===== src/rtl/lcrs_pkg.sv =====
// package of the common-driver row scanner: timing counts, register map, carrier types
// assumes a 10 MHz pclk; every slower rate is derived from it as an enable pulse
package lcrs_pkg;

    // clock and oscillator rates
    localparam int CLK_HZ = 10_000_000;
    localparam int OSC_HI_HZ = 430_000;
    localparam int OSC_LO_HZ = 215_000;
    localparam int FRAME_HZ = 70;
    localparam int OSC_DIV_HI = CLK_HZ / OSC_HI_HZ;
    localparam int OSC_DIV_LO = CLK_HZ / OSC_LO_HZ;

    // scan geometry and duty settings (rows per frame)
    localparam int STAGES = 64;
    localparam int DUTY_48 = 48;
    localparam int DUTY_64 = 64;
    localparam int DUTY_96 = 96;
    localparam int DUTY_128 = 128;

    // oscillator ticks per row, per oscillator range and duty (rounded down)
    localparam int TICKS_HI_48 = OSC_HI_HZ / (FRAME_HZ * DUTY_48);
    localparam int TICKS_HI_64 = OSC_HI_HZ / (FRAME_HZ * DUTY_64);
    localparam int TICKS_HI_96 = OSC_HI_HZ / (FRAME_HZ * DUTY_96);
    localparam int TICKS_HI_128 = OSC_HI_HZ / (FRAME_HZ * DUTY_128);
    localparam int TICKS_LO_48 = OSC_LO_HZ / (FRAME_HZ * DUTY_48);
    localparam int TICKS_LO_64 = OSC_LO_HZ / (FRAME_HZ * DUTY_64);
    localparam int TICKS_LO_96 = OSC_LO_HZ / (FRAME_HZ * DUTY_96);
    localparam int TICKS_LO_128 = OSC_LO_HZ / (FRAME_HZ * DUTY_128);

    // segment phase clock: quarter period, least time rounded up to cycles
    localparam int PHASE_NS = 700;
    localparam int PHASE_CYC = (PHASE_NS * (CLK_HZ / 1_000_000) + 999) / 1000;

    // register map (byte addresses) and fields
    localparam logic [7:0] ADDR_CTRL = 8'h00;
    localparam logic [7:0] ADDR_STATUS = 8'h04;
    localparam int CTRL_RUN_BIT = 0;
    localparam logic CTRL_RUN_RST = 1'b1;
    localparam int ST_MASTER_BIT = 0;
    localparam int ST_AC_BIT = 1;
    localparam int ST_CLK_BIT = 2;
    localparam int ST_ROW_LSB = 8;
    localparam int ST_FRAMES_LSB = 16;

    // strap pins, carried together
    typedef struct packed {
        logic master_slave_select;
        logic shift_dir_select;
        logic shift_edge_select;
        logic osc_range_select;
        logic duty_select_hi;
        logic duty_select_lo;
    } lcrs_straps_t;

    localparam lcrs_straps_t STRAPS_RST = '0;

    // bias level chosen for one common line
    typedef enum logic [1:0] {
        LCRS_V0 = 2'h0,
        LCRS_V1 = 2'h1,
        LCRS_V4 = 2'h2,
        LCRS_V5 = 2'h3
    } lcrs_bias_t;

    // master row timing states
    typedef enum logic [2:0] {
        LCRS_IDLE = 3'b001,
        LCRS_LOW = 3'b010,
        LCRS_HIGH = 3'b100
    } lcrs_state_t;

    // level of a common line from its stage data and the inversion signal
    function automatic lcrs_bias_t lcrs_bias_of(input logic data, input logic inv);
        lcrs_bias_t b;
        b = LCRS_V1;
        case ({data, inv})
            2'b00: b = LCRS_V1;
            2'b01: b = LCRS_V4;
            2'b10: b = LCRS_V5;
            2'b11: b = LCRS_V0;
            default: b = LCRS_V1;
        endcase
        return b;
    endfunction

endpackage


===== src/rtl/lcrs_scanner.sv =====
// row scanner of a 64-line dot-matrix common driver, with an APB register port
// assumes straps and link pins are asynchronous to pclk; the bench resolves the
// two-way pins from the _o/_oe pairs
//
// Function
// RL1: master mode drives both chain pins, row shift clock and inversion signal
// RL2: slave mode: chain pin at entry end is input, other end output
// RL3: slave mode takes row shift clock and inversion from the outside controller
// RL4: direction high shifts a to stage 1..64 to b, low the reverse
// RL5: 64-stage scan register whose stages set the common line levels
// RL6: shift on rising row clock edge if edge select high, else falling
// RL7: master frame of 70 Hz from 430 kHz or 215 kHz oscillator
// RL8: master duty from two selects: 48, 64, 96 or 128 rows
// RL9: in slave mode the outside ties duty and range selects high
// RL10: master drives two segment phase clocks, slave leaves them quiet
// RL11: master drives frame sync, slave leaves it quiet
// RL12: inversion signal driven in master, received in slave
// RL13: row shift clock driven in master, received in slave
// RL14: level from data and inversion: 00 V1, 01 V4, 10 V5, 11 V0
// RL15: master injects one token per frame and shifts it once per row
`timescale 1ns/1ps
module lcrs_scanner #(
    parameter int STAGES_N = lcrs_pkg::STAGES
) (
    // clock and reset
    input wire logic pclk,
    input wire logic presetn,
    // apb slave
    input wire logic psel,
    input wire logic penable,
    input wire logic pwrite,
    input wire logic [7:0] paddr,
    input wire logic [31:0] pwdata,
    output logic [31:0] prdata,
    output logic pready,
    output logic pslverr,
    // strap pins
    input wire lcrs_pkg::lcrs_straps_t straps,
    // chain pins and shared timing pins, each as in/out/enable
    input wire logic chain_io_a_i,
    output logic chain_io_a_o,
    output logic chain_io_a_oe,
    input wire logic chain_io_b_i,
    output logic chain_io_b_o,
    output logic chain_io_b_oe,
    input wire logic row_shift_clk_i,
    output logic row_shift_clk_o,
    output logic row_shift_clk_oe,
    input wire logic ac_invert_i,
    output logic ac_invert_o,
    output logic ac_invert_oe,
    // segment driver timing outputs
    output logic seg_phase_clk_a,
    output logic seg_phase_clk_b,
    output logic frame_sync,
    // common line levels, index 0 is line 1
    output lcrs_pkg::lcrs_bias_t common_outputs [STAGES_N]
);
    import lcrs_pkg::*;

    // the chain shifts through both ends, so anything below two stages is meaningless
    if (STAGES_N < 2) begin : g_bad_stages
        $error("lcrs_scanner: STAGES_N must be at least 2");
    end

    // two-flop synchronisers for straps and link pins; stage one feeds stage two only
    lcrs_straps_t strap_s1_r;
    lcrs_straps_t strap_s2_r;
    logic [3:0] pin_s1_r;
    logic [3:0] pin_s2_r;
    logic clk_prev_r;

    always_ff @(posedge pclk or negedge presetn) begin
        if (!presetn) begin
            strap_s1_r <= STRAPS_RST;
            strap_s2_r <= STRAPS_RST;
            pin_s1_r <= 4'h0;
            pin_s2_r <= 4'h0;
            clk_prev_r <= 1'b0;
        end else begin
            strap_s1_r <= straps;
            strap_s2_r <= strap_s1_r;
            pin_s1_r <= {row_shift_clk_i, ac_invert_i, chain_io_a_i, chain_io_b_i};
            pin_s2_r <= pin_s1_r;
            clk_prev_r <= pin_s2_r[3];
        end
    end

    logic master;
    logic dir_up;
    logic edge_rise;
    logic slave_clk;
    logic slave_ac;
    logic slave_a;
    logic slave_b;
    assign master = strap_s2_r.master_slave_select;
    assign dir_up = strap_s2_r.shift_dir_select;
    assign edge_rise = strap_s2_r.shift_edge_select;
    assign slave_clk = pin_s2_r[3];
    assign slave_ac = pin_s2_r[2];
    assign slave_a = pin_s2_r[1];
    assign slave_b = pin_s2_r[0];

    // control register bit that lets software hold the master timing
    logic run_en_r;
    logic run;
    assign run = master & run_en_r;

    // duty and per-row tick count; slave straps are don't-care here
    logic [7:0] duty_rows;
    logic [7:0] row_ticks;
    logic [5:0] osc_div;
    always_comb begin
        duty_rows = 8'(DUTY_48);
        row_ticks = 8'(TICKS_HI_48);
        osc_div = strap_s2_r.osc_range_select ? 6'(OSC_DIV_HI) : 6'(OSC_DIV_LO); // see RL7
        case ({strap_s2_r.duty_select_hi, strap_s2_r.duty_select_lo}) // see RL8
            2'b00: begin
                duty_rows = 8'(DUTY_48);
                row_ticks = strap_s2_r.osc_range_select ? 8'(TICKS_HI_48) : 8'(TICKS_LO_48);
            end
            2'b01: begin
                duty_rows = 8'(DUTY_64);
                row_ticks = strap_s2_r.osc_range_select ? 8'(TICKS_HI_64) : 8'(TICKS_LO_64);
            end
            2'b10: begin
                duty_rows = 8'(DUTY_96);
                row_ticks = strap_s2_r.osc_range_select ? 8'(TICKS_HI_96) : 8'(TICKS_LO_96);
            end
            2'b11: begin
                duty_rows = 8'(DUTY_128);
                row_ticks = strap_s2_r.osc_range_select ? 8'(TICKS_HI_128) : 8'(TICKS_LO_128);
            end
            default: begin
                duty_rows = 8'(DUTY_48);
                row_ticks = 8'(TICKS_HI_48);
            end
        endcase
    end

    // master row timing: oscillator enable, row clock low/high halves, row and frame count
    lcrs_state_t state_r;
    lcrs_state_t state_nxt;
    logic [5:0] div_r;
    logic [5:0] div_nxt;
    logic [7:0] tick_r;
    logic [7:0] tick_nxt;
    logic [6:0] row_r;
    logic [6:0] row_nxt;
    logic ac_r;
    logic ac_nxt;
    logic [15:0] frames_r;
    logic [15:0] frames_nxt;
    logic osc_tick;
    logic rise_m;
    logic fall_m;

    always_comb begin
        state_nxt = state_r;
        tick_nxt = tick_r;
        row_nxt = row_r;
        ac_nxt = ac_r;
        frames_nxt = frames_r;
        rise_m = 1'b0;
        fall_m = 1'b0;
        osc_tick = (div_r == 6'h00);
        div_nxt = osc_tick ? (osc_div - 6'h01) : (div_r - 6'h01);
        case (state_r)
            LCRS_IDLE: begin
                tick_nxt = 8'h00;
                row_nxt = 7'h00;
                if (run) begin
                    state_nxt = LCRS_LOW;
                end
            end
            LCRS_LOW: begin
                if (!run) begin
                    state_nxt = LCRS_IDLE;
                end else if (osc_tick) begin
                    tick_nxt = tick_r + 8'h01;
                    if (tick_r == (row_ticks >> 1) - 8'h01) begin
                        state_nxt = LCRS_HIGH;
                        rise_m = 1'b1;
                    end
                end
            end
            LCRS_HIGH: begin
                if (!run) begin
                    state_nxt = LCRS_IDLE;
                end else if (osc_tick) begin
                    tick_nxt = tick_r + 8'h01;
                    if (tick_r >= row_ticks - 8'h01) begin
                        // one row per row clock period; frame wraps at the duty count
                        tick_nxt = 8'h00;
                        state_nxt = LCRS_LOW;
                        fall_m = 1'b1;
                        if ({1'b0, row_r} >= duty_rows - 8'h01) begin // see RL8
                            row_nxt = 7'h00;
                            ac_nxt = ~ac_r; // see RL12
                            frames_nxt = frames_r + 16'h0001;
                        end else begin
                            row_nxt = row_r + 7'h01;
                        end
                    end
                end
            end
            default: state_nxt = LCRS_IDLE;
        endcase
    end

    always_ff @(posedge pclk or negedge presetn) begin
        if (!presetn) begin
            state_r <= LCRS_IDLE;
            div_r <= 6'h00;
            tick_r <= 8'h00;
            row_r <= 7'h00;
            ac_r <= 1'b0;
            frames_r <= 16'h0000;
        end else begin
            state_r <= state_nxt;
            div_r <= div_nxt;
            tick_r <= tick_nxt;
            row_r <= row_nxt;
            ac_r <= ac_nxt;
            frames_r <= frames_nxt;
        end
    end

    // scan shift register; stage 0 drives line 1
    logic [STAGES_N-1:0] stages_r;
    logic [STAGES_N-1:0] stages_nxt;
    logic shift_ev;
    logic token;
    logic din;
    logic ac_now;

    always_comb begin
        token = (row_r == 7'h00); // see RL15
        ac_now = master ? ac_r : slave_ac; // see RL3
        if (master) begin
            shift_ev = edge_rise ? rise_m : fall_m; // see RL6
            din = token;
        end else begin
            // slave edges come from the synchronised pin, so they lag it by about 3 cycles
            shift_ev = edge_rise ? (slave_clk & ~clk_prev_r) : (~slave_clk & clk_prev_r); // see RL6
            din = dir_up ? slave_a : slave_b; // see RL2
        end
        stages_nxt = stages_r;
        if (shift_ev) begin
            stages_nxt = dir_up ? {stages_r[STAGES_N-2:0], din} : {din, stages_r[STAGES_N-1:1]}; // see RL4
        end
    end

    always_ff @(posedge pclk or negedge presetn) begin
        if (!presetn) begin
            stages_r <= '0;
        end else begin
            stages_r <= stages_nxt; // see RL5
        end
    end

    // common line levels, one flop pair per line
    lcrs_bias_t lvl_nxt [STAGES_N];
    for (genvar gi = 0; gi < STAGES_N; gi++) begin : g_line
        always_comb begin
            lvl_nxt[gi] = lcrs_bias_of(stages_r[gi], ac_now); // see RL14
        end
        always_ff @(posedge pclk or negedge presetn) begin
            if (!presetn) begin
                common_outputs[gi] <= LCRS_V1;
            end else begin
                common_outputs[gi] <= lvl_nxt[gi];
            end
        end
    end

    // segment phase clocks: four 700 ns quarters, each clock low in its own quarter
    logic [3:0] ph_cnt_r;
    logic [3:0] ph_cnt_nxt;
    logic [1:0] ph_idx_r;
    logic [1:0] ph_idx_nxt;
    always_comb begin
        ph_cnt_nxt = ph_cnt_r + 4'h1;
        ph_idx_nxt = ph_idx_r;
        if (!run) begin
            ph_cnt_nxt = 4'h0;
            ph_idx_nxt = 2'h0;
        end else if (ph_cnt_r == 4'(PHASE_CYC - 1)) begin
            ph_cnt_nxt = 4'h0;
            ph_idx_nxt = ph_idx_r + 2'h1;
        end
    end

    // pin and timing outputs, registered; slave leaves the segment outputs low
    logic chain_a_o_nxt;
    logic chain_b_o_nxt;
    always_comb begin
        if (master) begin
            chain_a_o_nxt = dir_up ? token : stages_r[0]; // see RL1
            chain_b_o_nxt = dir_up ? stages_r[STAGES_N-1] : token; // see RL1
        end else begin
            chain_a_o_nxt = stages_r[0];
            chain_b_o_nxt = stages_r[STAGES_N-1];
        end
    end

    always_ff @(posedge pclk or negedge presetn) begin
        if (!presetn) begin
            ph_cnt_r <= 4'h0;
            ph_idx_r <= 2'h0;
            chain_io_a_o <= 1'b0;
            chain_io_a_oe <= 1'b0;
            chain_io_b_o <= 1'b0;
            chain_io_b_oe <= 1'b0;
            row_shift_clk_o <= 1'b0;
            row_shift_clk_oe <= 1'b0;
            ac_invert_o <= 1'b0;
            ac_invert_oe <= 1'b0;
            seg_phase_clk_a <= 1'b0;
            seg_phase_clk_b <= 1'b0;
            frame_sync <= 1'b0;
        end else begin
            ph_cnt_r <= ph_cnt_nxt;
            ph_idx_r <= ph_idx_nxt;
            chain_io_a_o <= chain_a_o_nxt;
            chain_io_a_oe <= master | ~dir_up; // see RL1 see RL2
            chain_io_b_o <= chain_b_o_nxt;
            chain_io_b_oe <= master | dir_up; // see RL1 see RL2
            row_shift_clk_o <= (state_r == LCRS_HIGH); // see RL13
            row_shift_clk_oe <= master; // see RL13
            ac_invert_o <= ac_r; // see RL12
            ac_invert_oe <= master; // see RL12
            seg_phase_clk_a <= run & (ph_idx_r != 2'h0); // see RL10
            seg_phase_clk_b <= run & (ph_idx_r != 2'h2); // see RL10
            frame_sync <= run & token; // see RL11
        end
    end

    // apb slave: zero wait states, read data captured in the setup cycle
    logic apb_setup;
    logic apb_wr;
    logic run_en_nxt;
    logic [31:0] prdata_nxt;
    logic pready_nxt;
    logic pslverr_nxt;
    logic [31:0] status_word;
    always_comb begin
        apb_setup = psel & ~penable;
        apb_wr = psel & penable & pready & pwrite;
        status_word = 32'h0000_0000;
        status_word[ST_MASTER_BIT] = master;
        status_word[ST_AC_BIT] = ac_now;
        status_word[ST_CLK_BIT] = master ? (state_r == LCRS_HIGH) : slave_clk;
        status_word[ST_ROW_LSB +: 7] = row_r;
        status_word[ST_FRAMES_LSB +: 16] = frames_r;
        run_en_nxt = run_en_r;
        if (apb_wr && paddr == ADDR_CTRL) begin
            run_en_nxt = pwdata[CTRL_RUN_BIT];
        end
        pready_nxt = apb_setup;
        pslverr_nxt = apb_setup & (paddr != ADDR_CTRL) & (paddr != ADDR_STATUS);
        prdata_nxt = prdata;
        if (apb_setup) begin
            case (paddr)
                ADDR_CTRL: prdata_nxt = {31'h0000_0000, run_en_r};
                ADDR_STATUS: prdata_nxt = status_word;
                default: prdata_nxt = 32'h0000_0000;
            endcase
        end
    end

    always_ff @(posedge pclk or negedge presetn) begin
        if (!presetn) begin
            run_en_r <= CTRL_RUN_RST;
            prdata <= 32'h0000_0000;
            pready <= 1'b0;
            pslverr <= 1'b0;
        end else begin
            run_en_r <= run_en_nxt;
            prdata <= prdata_nxt;
            pready <= pready_nxt;
            pslverr <= pslverr_nxt;
        end
    end

endmodule


===== config.mk =====
export PLATFORM = sky130hd
export DESIGN_NAME = lcrs_scanner
export DESIGN_NICKNAME = d
export VERILOG_FILES = /design/src/rtl/lcrs_pkg.sv /design/src/rtl/lcrs_scanner.sv
export SDC_FILE = /design/constraint.sdc
export NUM_CORES = 1
export LEC_CHECK = 0
export BUFFER_PORTS_ARGS = -buffer_cell sky130_fd_sc_hd__clkbuf_2
export CORE_UTILIZATION = 61
export CTS_CLUSTER_SIZE = 40
export DETAILED_ROUTE_END_ITERATION = 16
export PLACE_DENSITY_LB_ADDON = 0.15
export SLEW_MARGIN = 20
export SYNTH_ARGS = -nofsm -noshare
export SYNTH_HDL_FRONTEND = slang
export SYNTH_SLANG_ARGS = --single-unit

===== constraint.sdc =====
create_clock -name pclk -period 17.2 [get_ports pclk]
set_input_delay 0.86 -clock pclk [delete_from_list [all_inputs] [get_ports pclk]]
set_output_delay 0.86 -clock pclk [all_outputs]
set_load 0.01 [all_outputs]

Word level (Yosys, flattened, before mapping) --
Cells that the tools add are included.
Word-level totals: bits in registers 305, input port bits 55, output and inout port bits 173
Operators by class: add/subtract/negate cells 10, $lt $le $gt $ge 2, equal/unequal tests 214, multiplexer cells 116, bitwise logic cells 19, reduce and logical (&&, ||, !) cells 77
Operators with widths (count):
- 2-bit case mux with 4 select lines | 64
- 2-bit == test (second input constant) | 130
- 2-bit by 1-bit == test with 1-bit output (second input constant) | 65
- 2-bit zero test | 65
- 64-bit 2-to-1 mux | 1
- 32-bit case mux with 2 select lines | 1
- 8-bit case mux with 4 select lines | 2
- 7-bit 2-to-1 mux | 6
- 8-bit 2-to-1 mux | 5
- 6-bit 2-to-1 mux | 4
- 8-bit case mux with 3 select lines | 1
- 3-bit 2-to-1 mux | 7
- 1-bit 2-to-1 mux | 19
- 16-bit by 1-bit adder with 16-bit output (second input constant) | 1
- 8-bit by 1-bit subtractor with 8-bit output (second input constant) | 2
- 5-bit AND reduction | 3
- 2-bit inequality test (second input constant) | 7
- 7-bit case mux with 2 select lines | 1
- 1-bit AND | 12
- 3-bit inequality test (second input constant) | 4
- 6-bit by 1-bit subtractor with 6-bit output (second input constant) | 2
- 3-bit case mux with 3 select lines | 1
- 8-bit by 1-bit adder with 8-bit output (second input constant) | 1
- 8-bit by 3-bit == test with 1-bit output (second input constant) | 1
- 25 further kinds | 33

Longest topological paths before layout --
Gate-level depths: netlist of run 1.
depth after elaboration 10, mapped depth 12, depth with buffers taken out 9

Worst setup path after synthesis of run 1 --
Ideal clock, no wire load.
kind register -> register, start reg strap_s2_r, in the netlist master, end reg common_outputs[101] (netlist bit), setup time 150 ps, arrival 6947 ps, slack 10103 ps, stages on the path, launching flop included 4, cell sequence dfrtp_1 > buf_4 > mux2i_1 > ha_1
RTL lines:
- start: declaration | RTL line lcrs_scanner.sv:68 | lcrs_straps_t strap_s2_r;
- start signal: assignment | RTL line lcrs_scanner.sv:82 | strap_s2_r <= strap_s1_r;
- end signal: indexed assignment | RTL line lcrs_scanner.sv:272 | common_outputs[gi] <= lvl_nxt[gi];
- end: declaration | RTL line lcrs_scanner.sv:57 | output lcrs_pkg::lcrs_bias_t common_outputs [STAGES_N]

Final worst setup path of run 1 --
start reg strap_s2_r[2] (netlist bit), end reg stages_r[19]
On the way: word-level cells in the longest chain between the ends 10, elaborated cells between the ends (all ways) 19, those cells by class 2 x add/sub; 1 x order compare; 1 x eq/ne; 15 x mux
Ends and longest elaborated chain:
- 6-bit 2-to-1 mux (tied with other cells) | RTL line lcrs_scanner.sv:132 | row_ticks = strap_s2_r.osc_range_select ? 8'(TICKS_HI_128) : 8'(TICKS_LO_128);
- 8-bit case mux with 4 select lines * | RTL line lcrs_scanner.sv:117 | case ({strap_s2_r.duty_select_hi, strap_s2_r.duty_select_lo})
- 8-bit by 1-bit subtractor with 8-bit output or 7-bit by 1-bit subtractor with 8-bit output (tied branches) | RTL line lcrs_scanner.sv:192, lcrs_scanner.sv:181
- 8-bit >= comparator or 8-bit == test (tied branches) | RTL line lcrs_scanner.sv:192, lcrs_scanner.sv:181
- 1-bit 2-to-1 mux, on equally long branches | RTL line lcrs_scanner.sv:192, lcrs_scanner.sv:181
- 1-bit 2-to-1 mux, on equally long branches | RTL line lcrs_scanner.sv:190, lcrs_scanner.sv:179
- 1-bit 2-to-1 mux, on equally long branches | RTL line lcrs_scanner.sv:188, lcrs_scanner.sv:177
- 1-bit 2-to-1 mux | RTL line lcrs_scanner.sv:168 | case (state_r)
- 1-bit 2-to-1 mux * | RTL line lcrs_scanner.sv:241 | shift_ev = edge_rise ? rise_m : fall_m;
- 1-bit 2-to-1 mux * | RTL line lcrs_scanner.sv:240 | if (master) begin
- end signal: assignment | RTL line lcrs_scanner.sv:258 | stages_r <= stages_nxt;
- end: declaration | RTL line lcrs_scanner.sv:230 | logic [STAGES_N-1:0] stages_r;
Every way passes the cells marked *; elsewhere a longest branch is shown, timed or not. The select of a mux whose other input is x is not followed. A chain may end at the register's enable or synchronous reset.

==> flow_summary.toml, run 1 <==
[outcome]
status = "finished, final reports clean"

[global_routing]
grt_pass1_wl_mm = 40.1
track_usage_pct = 22.5
grt_max_degree = 87
antenna_found_initial = 0
grt_pass1_vias = 8069
grt_overflow = 0

[clock_tree]
cts_tree = "yes"
cts_sinks = 299
h-tree-depth = 1
cts_root_buffer = "clkbuf_16"
clk_latency_ns = 0.54
post-cts-setup-buffers = 0
clk_pin_slew_ns = 0.06
post_cts_resized = 0
cts_buffers = 30
clockBufferDepth = 3
postCtsHoldBufs = 0

[logic_synthesis]
synth_compound_area_share_pct = 4.49
synth_xor_xnor_area_share_pct = 1.51
synth_area_leader_cell = "dfrtp_1"
muxShareOfSynthArea_pct = 10.2
synthCells = 1023
seq_area_frac_synth_pct = 56.7
synth-main-ff-cell = "dfrtp_1"
synth-seq-cells = 299
synth-edff-count = 0
synth-simple-area-share_pct = 8.72
async_reset_ff_share_pct = 100
ys_warn_count = 0
synth_top_family_by_area = "adder cells"
synth_area_leaders = "dfrtp_1 (44%), ha_1 (14%), dfstp_2 (13%)"
avgSynthCellArea_um2 = 13.0
netlist_area_um2 = 13300
yosys.area_share.adder_pct = 13.6
ys_types = 58
yosysTopAreaCellShare_pct = 43.7

[floorplan]
fp.coreArea_um2 = 21200
boundaryPins = 228
die_y_um = 150
placementRows = 53
die_w_um = 150
start_util_pct = 62.9
die-area_um2 = 22500

[detailed_routing]
vias = 7980
avgRoutedWirePerCell_um = 16.2
drc = 0
routed_wl_mm = 24.6
drt_iter0_markers = 322
drtPass1Iterations = 4
vias_per_cell = 5.24
ant_nets = 0

[critical_path]
slowest_delay_ns = 0.69
worst-endpoint-arrival_ns = 4.32
crit_fanout = 45
crit_buf_inv = 2
critPathLaunchType = "flip-flop"
cp-end-kind = "flip-flop"
crit_type = "reg2reg"
worstPathRequired_ns = 17.65
r2r_slack_ns = 13.34
cpLargestDelayFamily = "simple AND/OR/NAND/NOR gates"
slowest_stage = "buf_4"
r2r_cells = 10
rr_endpoint = "stages_r[19]$_DFFE_PN0P_"
timing.rr.start = "strap_s2_r[2]$_DFF_PN0_"
worstPathCellList = "nor2b_1 > inv_1 > ha_1 > nand2_1 > or2_2 > a2111oi_4 > and2b_1 > or3_4 > buf_4 > mux2i_1"

[cells_and_area]
drive_above_1_share_pct = 31.7
nets = 1424
final_common_cell = "dfrtp_1"
diodes = 0
area_growth_pct = 15.5
seq_area_um2 = 7570
final_cell_mix = "dfrtp_1 (232), clkbuf_2 (189), ha_1 (145), mux2i_1 (131), inv_1 (84)"
multi_input_area_um2 = 5190
fillCellCount = 1486
postLayoutCoreUtil_pct = 72.6

[timing]
period_share_pct = 22.5
worst_clock_skew_ns = 0.0118
setup_violations = 0
fin_tns_setup_ns = 0
relSlewSlack_pct = 34.7
slew_violations = 0
hold_violations = 0
fin_crit_ns = 3.86
timing.fmax_ghz = 0.259
tightest_slew_ns = 0.980
rsz0062_at_grt = "false"

[placement]
routabilityCongestion = 0.840
io_buffers = 190
place_hpwl_mm = 16.2

[power]
power-per-cell-area_nw_per_um2 = 101
ir_worst_vdd_uv = 81.0
leakagePower_nw = 7.54
power.total_mw = 1.55

[hold_path]
hp-class = "in2async"

[flow_run]
drv_cap = 0
[metal layers]
layer / wire length (µm) / vias to the layer above / share of wire, % / global-route usage [%]
li1: - / 3837 / - / -
met4: 422 / 0 / 1.7 / 5.71
met3: 1490 / 32 / 6.1 / 5.00
met1: 10600 / 3939 / 43 / 29.0
met2: 12100 / 172 / 49 / 38.3
met5: 0 / - / 0 / 0
[registers in the layout, summed over array words and instances, names as in the netlist, 2 cells and up]
signal and cells:
common_outputs 128, div_r 6, frames_r 16, ph_cnt_r 4
ph_idx_r 2, pin_s1_r 4, pin_s2_r 4, prdata 26
row_r 7, stages_r 64, state_r 3, strap_s1_r 6
strap_s2_r 3, tick_r 8
[stage by stage]
stage / instances / worst slack, ns / cell area [µm²] / hold slack [ns]
global route: 1522 / 13.06 / 15400 / 0.290
detailed placement: 1466 / 13.39 / 14400 / 0.335
floorplan: 1028 / 10.10 / 13400 / 0.331
finish: 1522 / 13.34 / 15400 / 0.255
CTS: 1521 / 13.34 / 15400 / 0.262
global placement: 1466 / 13.46 / 14400 / 0.331
[synth_stat cells (3+ instances only)]
cell type	instances
nor3_1	7
nor3b_1	3
dfstp_2	66
a31oi_1	7
nand3_1	15
mux2_2	4
nor2_1	38
a211oi_1	3
inv_1	84
dfrtp_1	233
and3_1	5
clkbuf_1	11
mux2i_1	132
nand2_1	38
buf_12	7
xor2_1	13
ha_1	145
buf_4	9
dlygate4sd3_1	3
nor2b_1	4
nand2b_1	3
a21oi_1	16
or2_2	67
and2_1	6
a21o_1	3
nor4_1	4
nand4_1	5
a22o_1	19
xnor2_1	10
o21ai_0	25
[cell families after synthesis]
kind of cell / after synthesis
DFF: 299
and+or+nand+nor: 212
adders and majority gates: 145
muxes: 136
buffers and inverters: 119
AOI/OAI and AO/OA: 88
xor gates and xnor gates: 23
other: 1
[power by group]
| part | internal (mW) | switching, mW | leakage, nW |
|---|---|---|---|
| Combinational | 0.0604 | 0.0845 | 3.29 |
| Sequential | 0.759 | 0.0258 | 3.79 |
| Clock | 0.362 | 0.260 | 0.467 |
| Total | 1.18 | 0.370 | 7.54 |
[cell type report]
class | count | share of cell area (%)
inverters | 85 | 2.07
clock inverters | 11 | 0.552
clock buffers | 44 | 5.61
well taps | 275 | 2.23
repair buffers | 198 | 6.71
multi-input cells | 610 | 33.7
flip-flops and latches | 299 | 49.1
[worst max-delay path by stage]
stage,start,end,slack [ns],cells past startpoint
final,strap_s2_r[2]$_DFF_PN0_,stages_r[19]$_DFFE_PN0P_,13.34,10
after global routing,strap_s2_r[2]$_DFF_PN0_,stages_r[28]$_DFFE_PN0P_,13.06,10
after floorplan,master$_DFF_PN0_,common_outputs[101]$_DFF_PN0_,10.10,3
after global placement,strap_s2_r[2]$_DFF_PN0_,stages_r[27]$_DFFE_PN0P_,13.46,10
after detailed placement,strap_s2_r[2]$_DFF_PN0_,stages_r[6]$_DFFE_PN0P_,13.39,10
after CTS,strap_s2_r[2]$_DFF_PN0_,stages_r[28]$_DFFE_PN0P_,13.34,10
Note: power is estimated with default switching activity, not from simulation.
==> run 2: changes to the inputs <==
--- a/config.mk
+++ b/config.mk
@@ -6,7 +6,7 @@
 export NUM_CORES = 1
 export LEC_CHECK = 0
 export BUFFER_PORTS_ARGS = -buffer_cell sky130_fd_sc_hd__clkbuf_2
-export CORE_UTILIZATION = 61
+export CORE_UTILIZATION = 56
 export CTS_CLUSTER_SIZE = 40
 export DETAILED_ROUTE_END_ITERATION = 16
 export PLACE_DENSITY_LB_ADDON = 0.15
==> constraint.sdc (replaced) <==
create_clock -name pclk -period 3.7 [get_ports pclk]
set_input_delay 0.185 -clock pclk [delete_from_list [all_inputs] [get_ports pclk]]
set_output_delay 0.185 -clock pclk [all_outputs]
set_load 0.01 [all_outputs]
==> run 2 against run 1 <==
  * Global-route usage down 1.7 points
  * Final cell count rose by 4.4%
  * Sequential power rose to 4.7 times the previous value
  * Clock-buffer cell count stayed put
  * Sequential share of layout area is 1.1 points lower
  * First-iteration DRC count rose by 0.31%
==> flow_summary.toml, run 2 (same netlist as run 1, synthesis figures left out) <==
[outcome]
status = "finished, final reports clean"

[cells_and_area]
design_area_um2 = 15800
final_common_cell = "dfrtp_1"
top_regs = "common_outputs x128, stages_r x64, prdata x26"
nets = 1445
regMostFlops = "common_outputs"
largest_register_ffs = 128
drive_above_1_share_pct = 31.9
diodes = 0
area_growth_pct = 18.2
final_cell_mix = "dfrtp_1 (232), clkbuf_2 (189), ha_1 (145), mux2i_1 (131), inv_1 (84)"

[placement]
place_area_um2 = 14600
routabilityCongestion = 0.868
pre_cts_ws_ns = 0.532
io_buffers = 190
place_hpwl_mm = 16.0

[detailed_routing]
drc = 0
ant_nets = 0
avgRoutedWirePerCell_um = 15.5
vias_per_cell = 4.98
drtPass1Iterations = 4
routed_wl_mm = 24.6
drt_iter0_markers = 323
vias = 7920

[critical_path]
crit_fanout = 64
worstPathCellList = "nor2b_1 > inv_1 > ha_1 > nand2_1 > or2_2 > a2111oi_4 > and2b_1 > or3_4 > buf_12 > mux2i_1"
slowest_delay_ns = 0.51
worst-endpoint-arrival_ns = 3.71
critPathLaunchType = "flip-flop"
cpLargestDelayFamily = "simple AND/OR/NAND/NOR gates"
crit_type = "reg2reg"
cp-end-kind = "flip-flop"
slowest_stage = "dfrtp_1"
worstPathRequired_ns = 4.17
crit_buf_inv = 2

[timing]
relSlewSlack_pct = 46.0
worst_slack_ns = 0.462
tightest_slew_ns = 0.811
fin_tns_setup_ns = 0
fin_crit_ns = 3.24
slew_violations = 0
worst_clock_skew_ns = 0.0121
rsz0062_at_grt = "false"
hold_violations = 0
timing.fmax_ghz = 0.309
period_share_pct = 87.5
setup_violations = 0

[hold_path]
hp-class = "in2reg"

[power]
p_switching_mw = 1.75
leakagePower_nw = 7.70
power_frac_seq_pct = 49.2
power.total_mw = 7.41
internal_power_mw = 5.66
power-per-cell-area_nw_per_um2 = 470
ir_worst_vdd_uv = 303
swShare_pct = 23.7
comb_power_share_pct = 9.2
clock_power_share_pct = 41.6

[clock_tree]
post-cts-setup-buffers = 0
cts_buffers = 31
clockBufferDepth = 3
cts_root_buffer = "clkbuf_16"
cts_tree = "yes"
clk_pin_slew_ns = 0.06
clk_latency_ns = 0.55
cts_sinks = 299
h-tree-depth = 1

[floorplan]
boundaryPins = 228
placementRows = 56
die_y_um = 156
die-area_um2 = 24400
fp.coreArea_um2 = 23400
die_w_um = 156
start_util_pct = 57.0

[global_routing]
antenna_found_initial = 0
track_usage_pct = 20.7
grt_pass1_vias = 8021
grt_overflow = 0
grt_max_degree = 130
grt_pass1_wl_mm = 40.4

[flow_run]
drv_cap = 0
[run 2: cell types whose count changed in the layout (fill, tap and decap cells not counted), moves of 2 or more]
cell | previous run | this run
dlygate4sd3_1 | 0 | 15
clkbuf_1 | 9 | 5
clkbuf_8 | 4 | 8
buf_12 | 1 | 3
buf_4 | 7 | 9
clkinv_2 | 8 | 10
clkinvlp_4 | 2 | 0
[run 2: what timing repair did]
action	in CTS	in global routing
hold buffers	15	0
hold endpoints to repair	97	0
resized for setup	0	0
[run 2: metal layers]
| layer | global-route usage [%] | wire length (µm) | part of all wire (%) |
|---|---|---|---|
| met1 | 27.4 | 10900 | 44 |
| met2 | 34.3 | 11700 | 47 |
| met3 | 4.71 | 1450 | 5.9 |
| met4 | 5.74 | 529 | 2.1 |
| met5 | 0 | 0 | 0 |
[run 2: path summary, 6_finish.rpt]
kind,end,from,slack [ns],depth (start not counted)
worst max-delay path,stages_r[18]$_DFFE_PN0P_,strap_s2_r[2]$_DFF_PN0_,0.46,10
worst min-delay path,prdata[0]$_DFFE_PN0P_,paddr[3],0.01,3
worst max register to register,stages_r[18]$_DFFE_PN0P_,strap_s2_r[2]$_DFF_PN0_,0.46,10
worst min register to register,pin_s2_r[0]$_DFF_PN0_,pin_s1_r[0]$_DFF_PN0_,0.34,0
max in group asynchronous,common_outputs[24]$_DFF_PN1_,presetn,2.31,3
min in group asynchronous,ph_cnt_r[3]$_DFF_PN0_,presetn,0.26,2
[run 2: worst reg2reg max path: stages, from the launching register on]
cell,delay (ns)
dfrtp_1,0.51
nor2b_1,0.33
inv_1,0.09
ha_1,0.30
nand2_1,0.08
or2_2,0.34
a2111oi_4,0.49
and2b_1,0.19
or3_4,0.13
buf_12,0.37
mux2i_1,0.33
[run 2: stage by stage]
step           utilization (%)  std cells  hold WS (ns)
6_report                  67.4       1589        0.0123
5_1_grt                   67.4       1589        0.0325
4_1_cts                   67.2       1588       0.00102
3_5_place_dp              62.2       1515         0.294
3_3_place_gp              62.2       1515         0.292
2_1_floorplan                -       1028        -0.111
[run 2: final cells by class]
type	instances	area [µm²]
fillers	1760	7640
clock inverters	14	128
clock buffers	44	905
well taps	319	399
repair buffers	218	1270
inverters	85	319
multi-input cells	610	5180
flip-flops and latches	299	7570
[run 2: power by group through the flow]
stage | combinational [mW] | clock (mW) | sequential [mW]
floorplan | 0.310 | 0 | 3.75
global placement | 0.653 | 0 | 3.71
detailed placement | 0.671 | 0 | 3.71
CTS | 0.689 | 3.17 | 3.66
global route | 0.771 | 3.30 | 3.67
finish | 0.681 | 3.08 | 3.65
==> run 3: changes to the inputs <==
--- a/config.mk
+++ b/config.mk
@@ -5,10 +5,10 @@
 export SDC_FILE = /design/constraint.sdc
 export NUM_CORES = 1
 export LEC_CHECK = 0
-export BUFFER_PORTS_ARGS = -buffer_cell sky130_fd_sc_hd__clkbuf_2
-export CORE_UTILIZATION = 56
+export CORE_UTILIZATION = 61
 export CTS_CLUSTER_SIZE = 40
 export DETAILED_ROUTE_END_ITERATION = 16
+export DONT_BUFFER_PORTS = 1
 export PLACE_DENSITY_LB_ADDON = 0.15
 export SLEW_MARGIN = 20
 export SYNTH_ARGS = -nofsm -noshare
==> run 3 against run 2 <==
  * The run now ends with hold timing left
  * Register-to-register slack improved by 0.03 ns
  * Clock power up 2%
  * Sequential power grew 3%
  * Non-clock buffer count down 195
  * Die area fell by 8.1%
  * Via count decreased by 6.5%
  * Clock skew rose by 0.0019 ns
  * Final cell count shrank 15%
  * Sequential cell count unchanged
==> flow_summary.toml, run 3 (same netlist as run 1, synthesis figures left out) <==
[outcome]
status = "finished with violations"
violations = "hold timing"

[timing]
timing.hold.ws_ns = -0.661
slew_violations = 0
worst_clock_skew_ns = 0.0140
timing.fmax_ghz = 0.312
rsz0062_at_grt = "false"
fin_tns_setup_ns = 0
tightest_slew_ns = 1.08
hold_violations = 299
setup_violations = 0
period_share_pct = 86.6
relSlewSlack_pct = 28.2
fin_crit_ns = 3.21

[cells_and_area]
postLayoutCoreUtil_pct = 69.4
largest_register_ffs = 128
area_growth_pct = 10.3
layout.cells.non_filler = 1350
drive_above_1_share_pct = 19.8
final_cell_mix = "dfrtp_1 (232), ha_1 (145), mux2i_1 (131), inv_1 (84), or2_2 (67)"
regMostFlops = "common_outputs"
top_regs = "common_outputs x128, stages_r x64, prdata x26"
diodes = 0
nets = 1250
final_common_cell = "dfrtp_1"

[power]
power_frac_seq_pct = 51.9
comb_power_share_pct = 4.9
leakagePower_nw = 6.87
p_switching_mw = 1.66
internal_power_mw = 5.60
ir_worst_vdd_uv = 357
power-per-cell-area_nw_per_um2 = 493
swShare_pct = 22.8
power.total_mw = 7.26
clock_power_share_pct = 43.1

[floorplan]
fp.coreArea_um2 = 21200
die-area_um2 = 22500
placementRows = 53
boundaryPins = 228
die_y_um = 150
die_w_um = 150
start_util_pct = 62.9

[clock_tree]
h-tree-depth = 1
postCtsHoldBufs = 15
clk_pin_slew_ns = 0.06
post_cts_resized = 0
cts_buffers = 31
clk_latency_ns = 0.55
cts_tree = "yes"
clockBufferDepth = 3
post-cts-setup-buffers = 0
cts_sinks = 299
cts_root_buffer = "clkbuf_16"

[detailed_routing]
vias_per_cell = 5.48
avgRoutedWirePerCell_um = 17.7
drtPass1Iterations = 5
routed_wl_mm = 23.9
vias = 7403
drc = 0
ant_nets = 0
drt_iter0_markers = 341

[global_routing]
grt_max_degree = 300
grt_pass1_vias = 7693
grt_overflow = 0
antenna_found_initial = 0
track_usage_pct = 22.0
grt_pass1_wl_mm = 39.1

[critical_path]
r2r_slack_ns = 0.49
worst-endpoint-arrival_ns = 3.66
r2r_cells = 10
timing.rr.start = "strap_s2_r[2]$_DFF_PN0_"
crit_fanout = 18
critPathLaunchType = "flip-flop"
cp-end-kind = "flip-flop"
worstPathRequired_ns = 4.16
rr_endpoint = "stages_r[53]$_DFFE_PN0P_"
crit_type = "reg2reg"

[flow_run]
drv_cap = 0

[placement]
place_hpwl_mm = 15.3
routabilityCongestion = 0.859
io_buffers = 0
dp.cells = 1277

[hold_path]
hp-class = "in2async"
run 3: worst max-delay path by stage:
stage / from / endpoint / slack (ns) / cells past startpoint
after floorplan: master$_DFF_PN0_ / common_outputs[101]$_DFF_PN0_ / 0.48 / 3
after global placement: strap_s2_r[2]$_DFF_PN0_ / stages_r[19]$_DFFE_PN0P_ / 0.60 / 10
after detailed placement: strap_s2_r[2]$_DFF_PN0_ / stages_r[27]$_DFFE_PN0P_ / 0.51 / 10
after CTS: strap_s2_r[2]$_DFF_PN0_ / stages_r[53]$_DFFE_PN0P_ / 0.49 / 10
after global routing: strap_s2_r[2]$_DFF_PN0_ / stages_r[48]$_DFFE_PN0P_ / 0.25 / 10
final: strap_s2_r[2]$_DFF_PN0_ / stages_r[53]$_DFFE_PN0P_ / 0.49 / 10
run 3: per-layer routing:
metal	vias to the layer above	global-route usage, %	wire (µm)	part of all wire, %
li1	3487	-	-	-
met1	3707	28.4	10200	43
met2	186	36.6	11600	49
met3	23	6.49	1770	7.4
met4	0	5.15	307	1.3
met5	-	0	0	0
run 3: final cells by class:
type                            count  area (µm²)
Fill cell                        1494        6500
Tap cell                          275         344
Clock buffer                       40         880
Multi-Input combinational cell    610        5180
Inverter                           85         319
Clock inverter                     18         179
Sequential cell                   299        7570
Timing Repair Buffer               23         248
run 3: power groups by stage:
stage | Sequential [mW] | Combinational [mW] | Clock (mW)
2_1_floorplan | 3.75 | 0.310 | 0
3_3_place_gp | 3.83 | 0.329 | 0
3_5_place_dp | 3.83 | 0.352 | 0
4_1_cts | 3.77 | 0.366 | 3.21
5_1_grt | 3.79 | 0.410 | 3.34
6_report | 3.77 | 0.358 | 3.13
run 3: metrics by stage:
stage               instance area (µm²)  setup slack (ns)  hold slack, ns
CTS                               14700             0.493          -0.683
finish                            14700             0.494          -0.661
global route                      14700             0.249          -0.685
floorplan                         13400             0.475          -0.111
global placement                  13500             0.596          -0.102
detailed placement                13500             0.507          -0.104
run 3: critical path, cell delays in order (launching register included):
cell,delay (ns)
dfrtp_1,0.51
nor2b_1,0.34
inv_1,0.08
ha_1,0.30
nand2_1,0.07
or2_2,0.34
a2111oi_4,0.48
and2b_1,0.18
or3_4,0.34
buf_12,0.24
mux2i_1,0.22
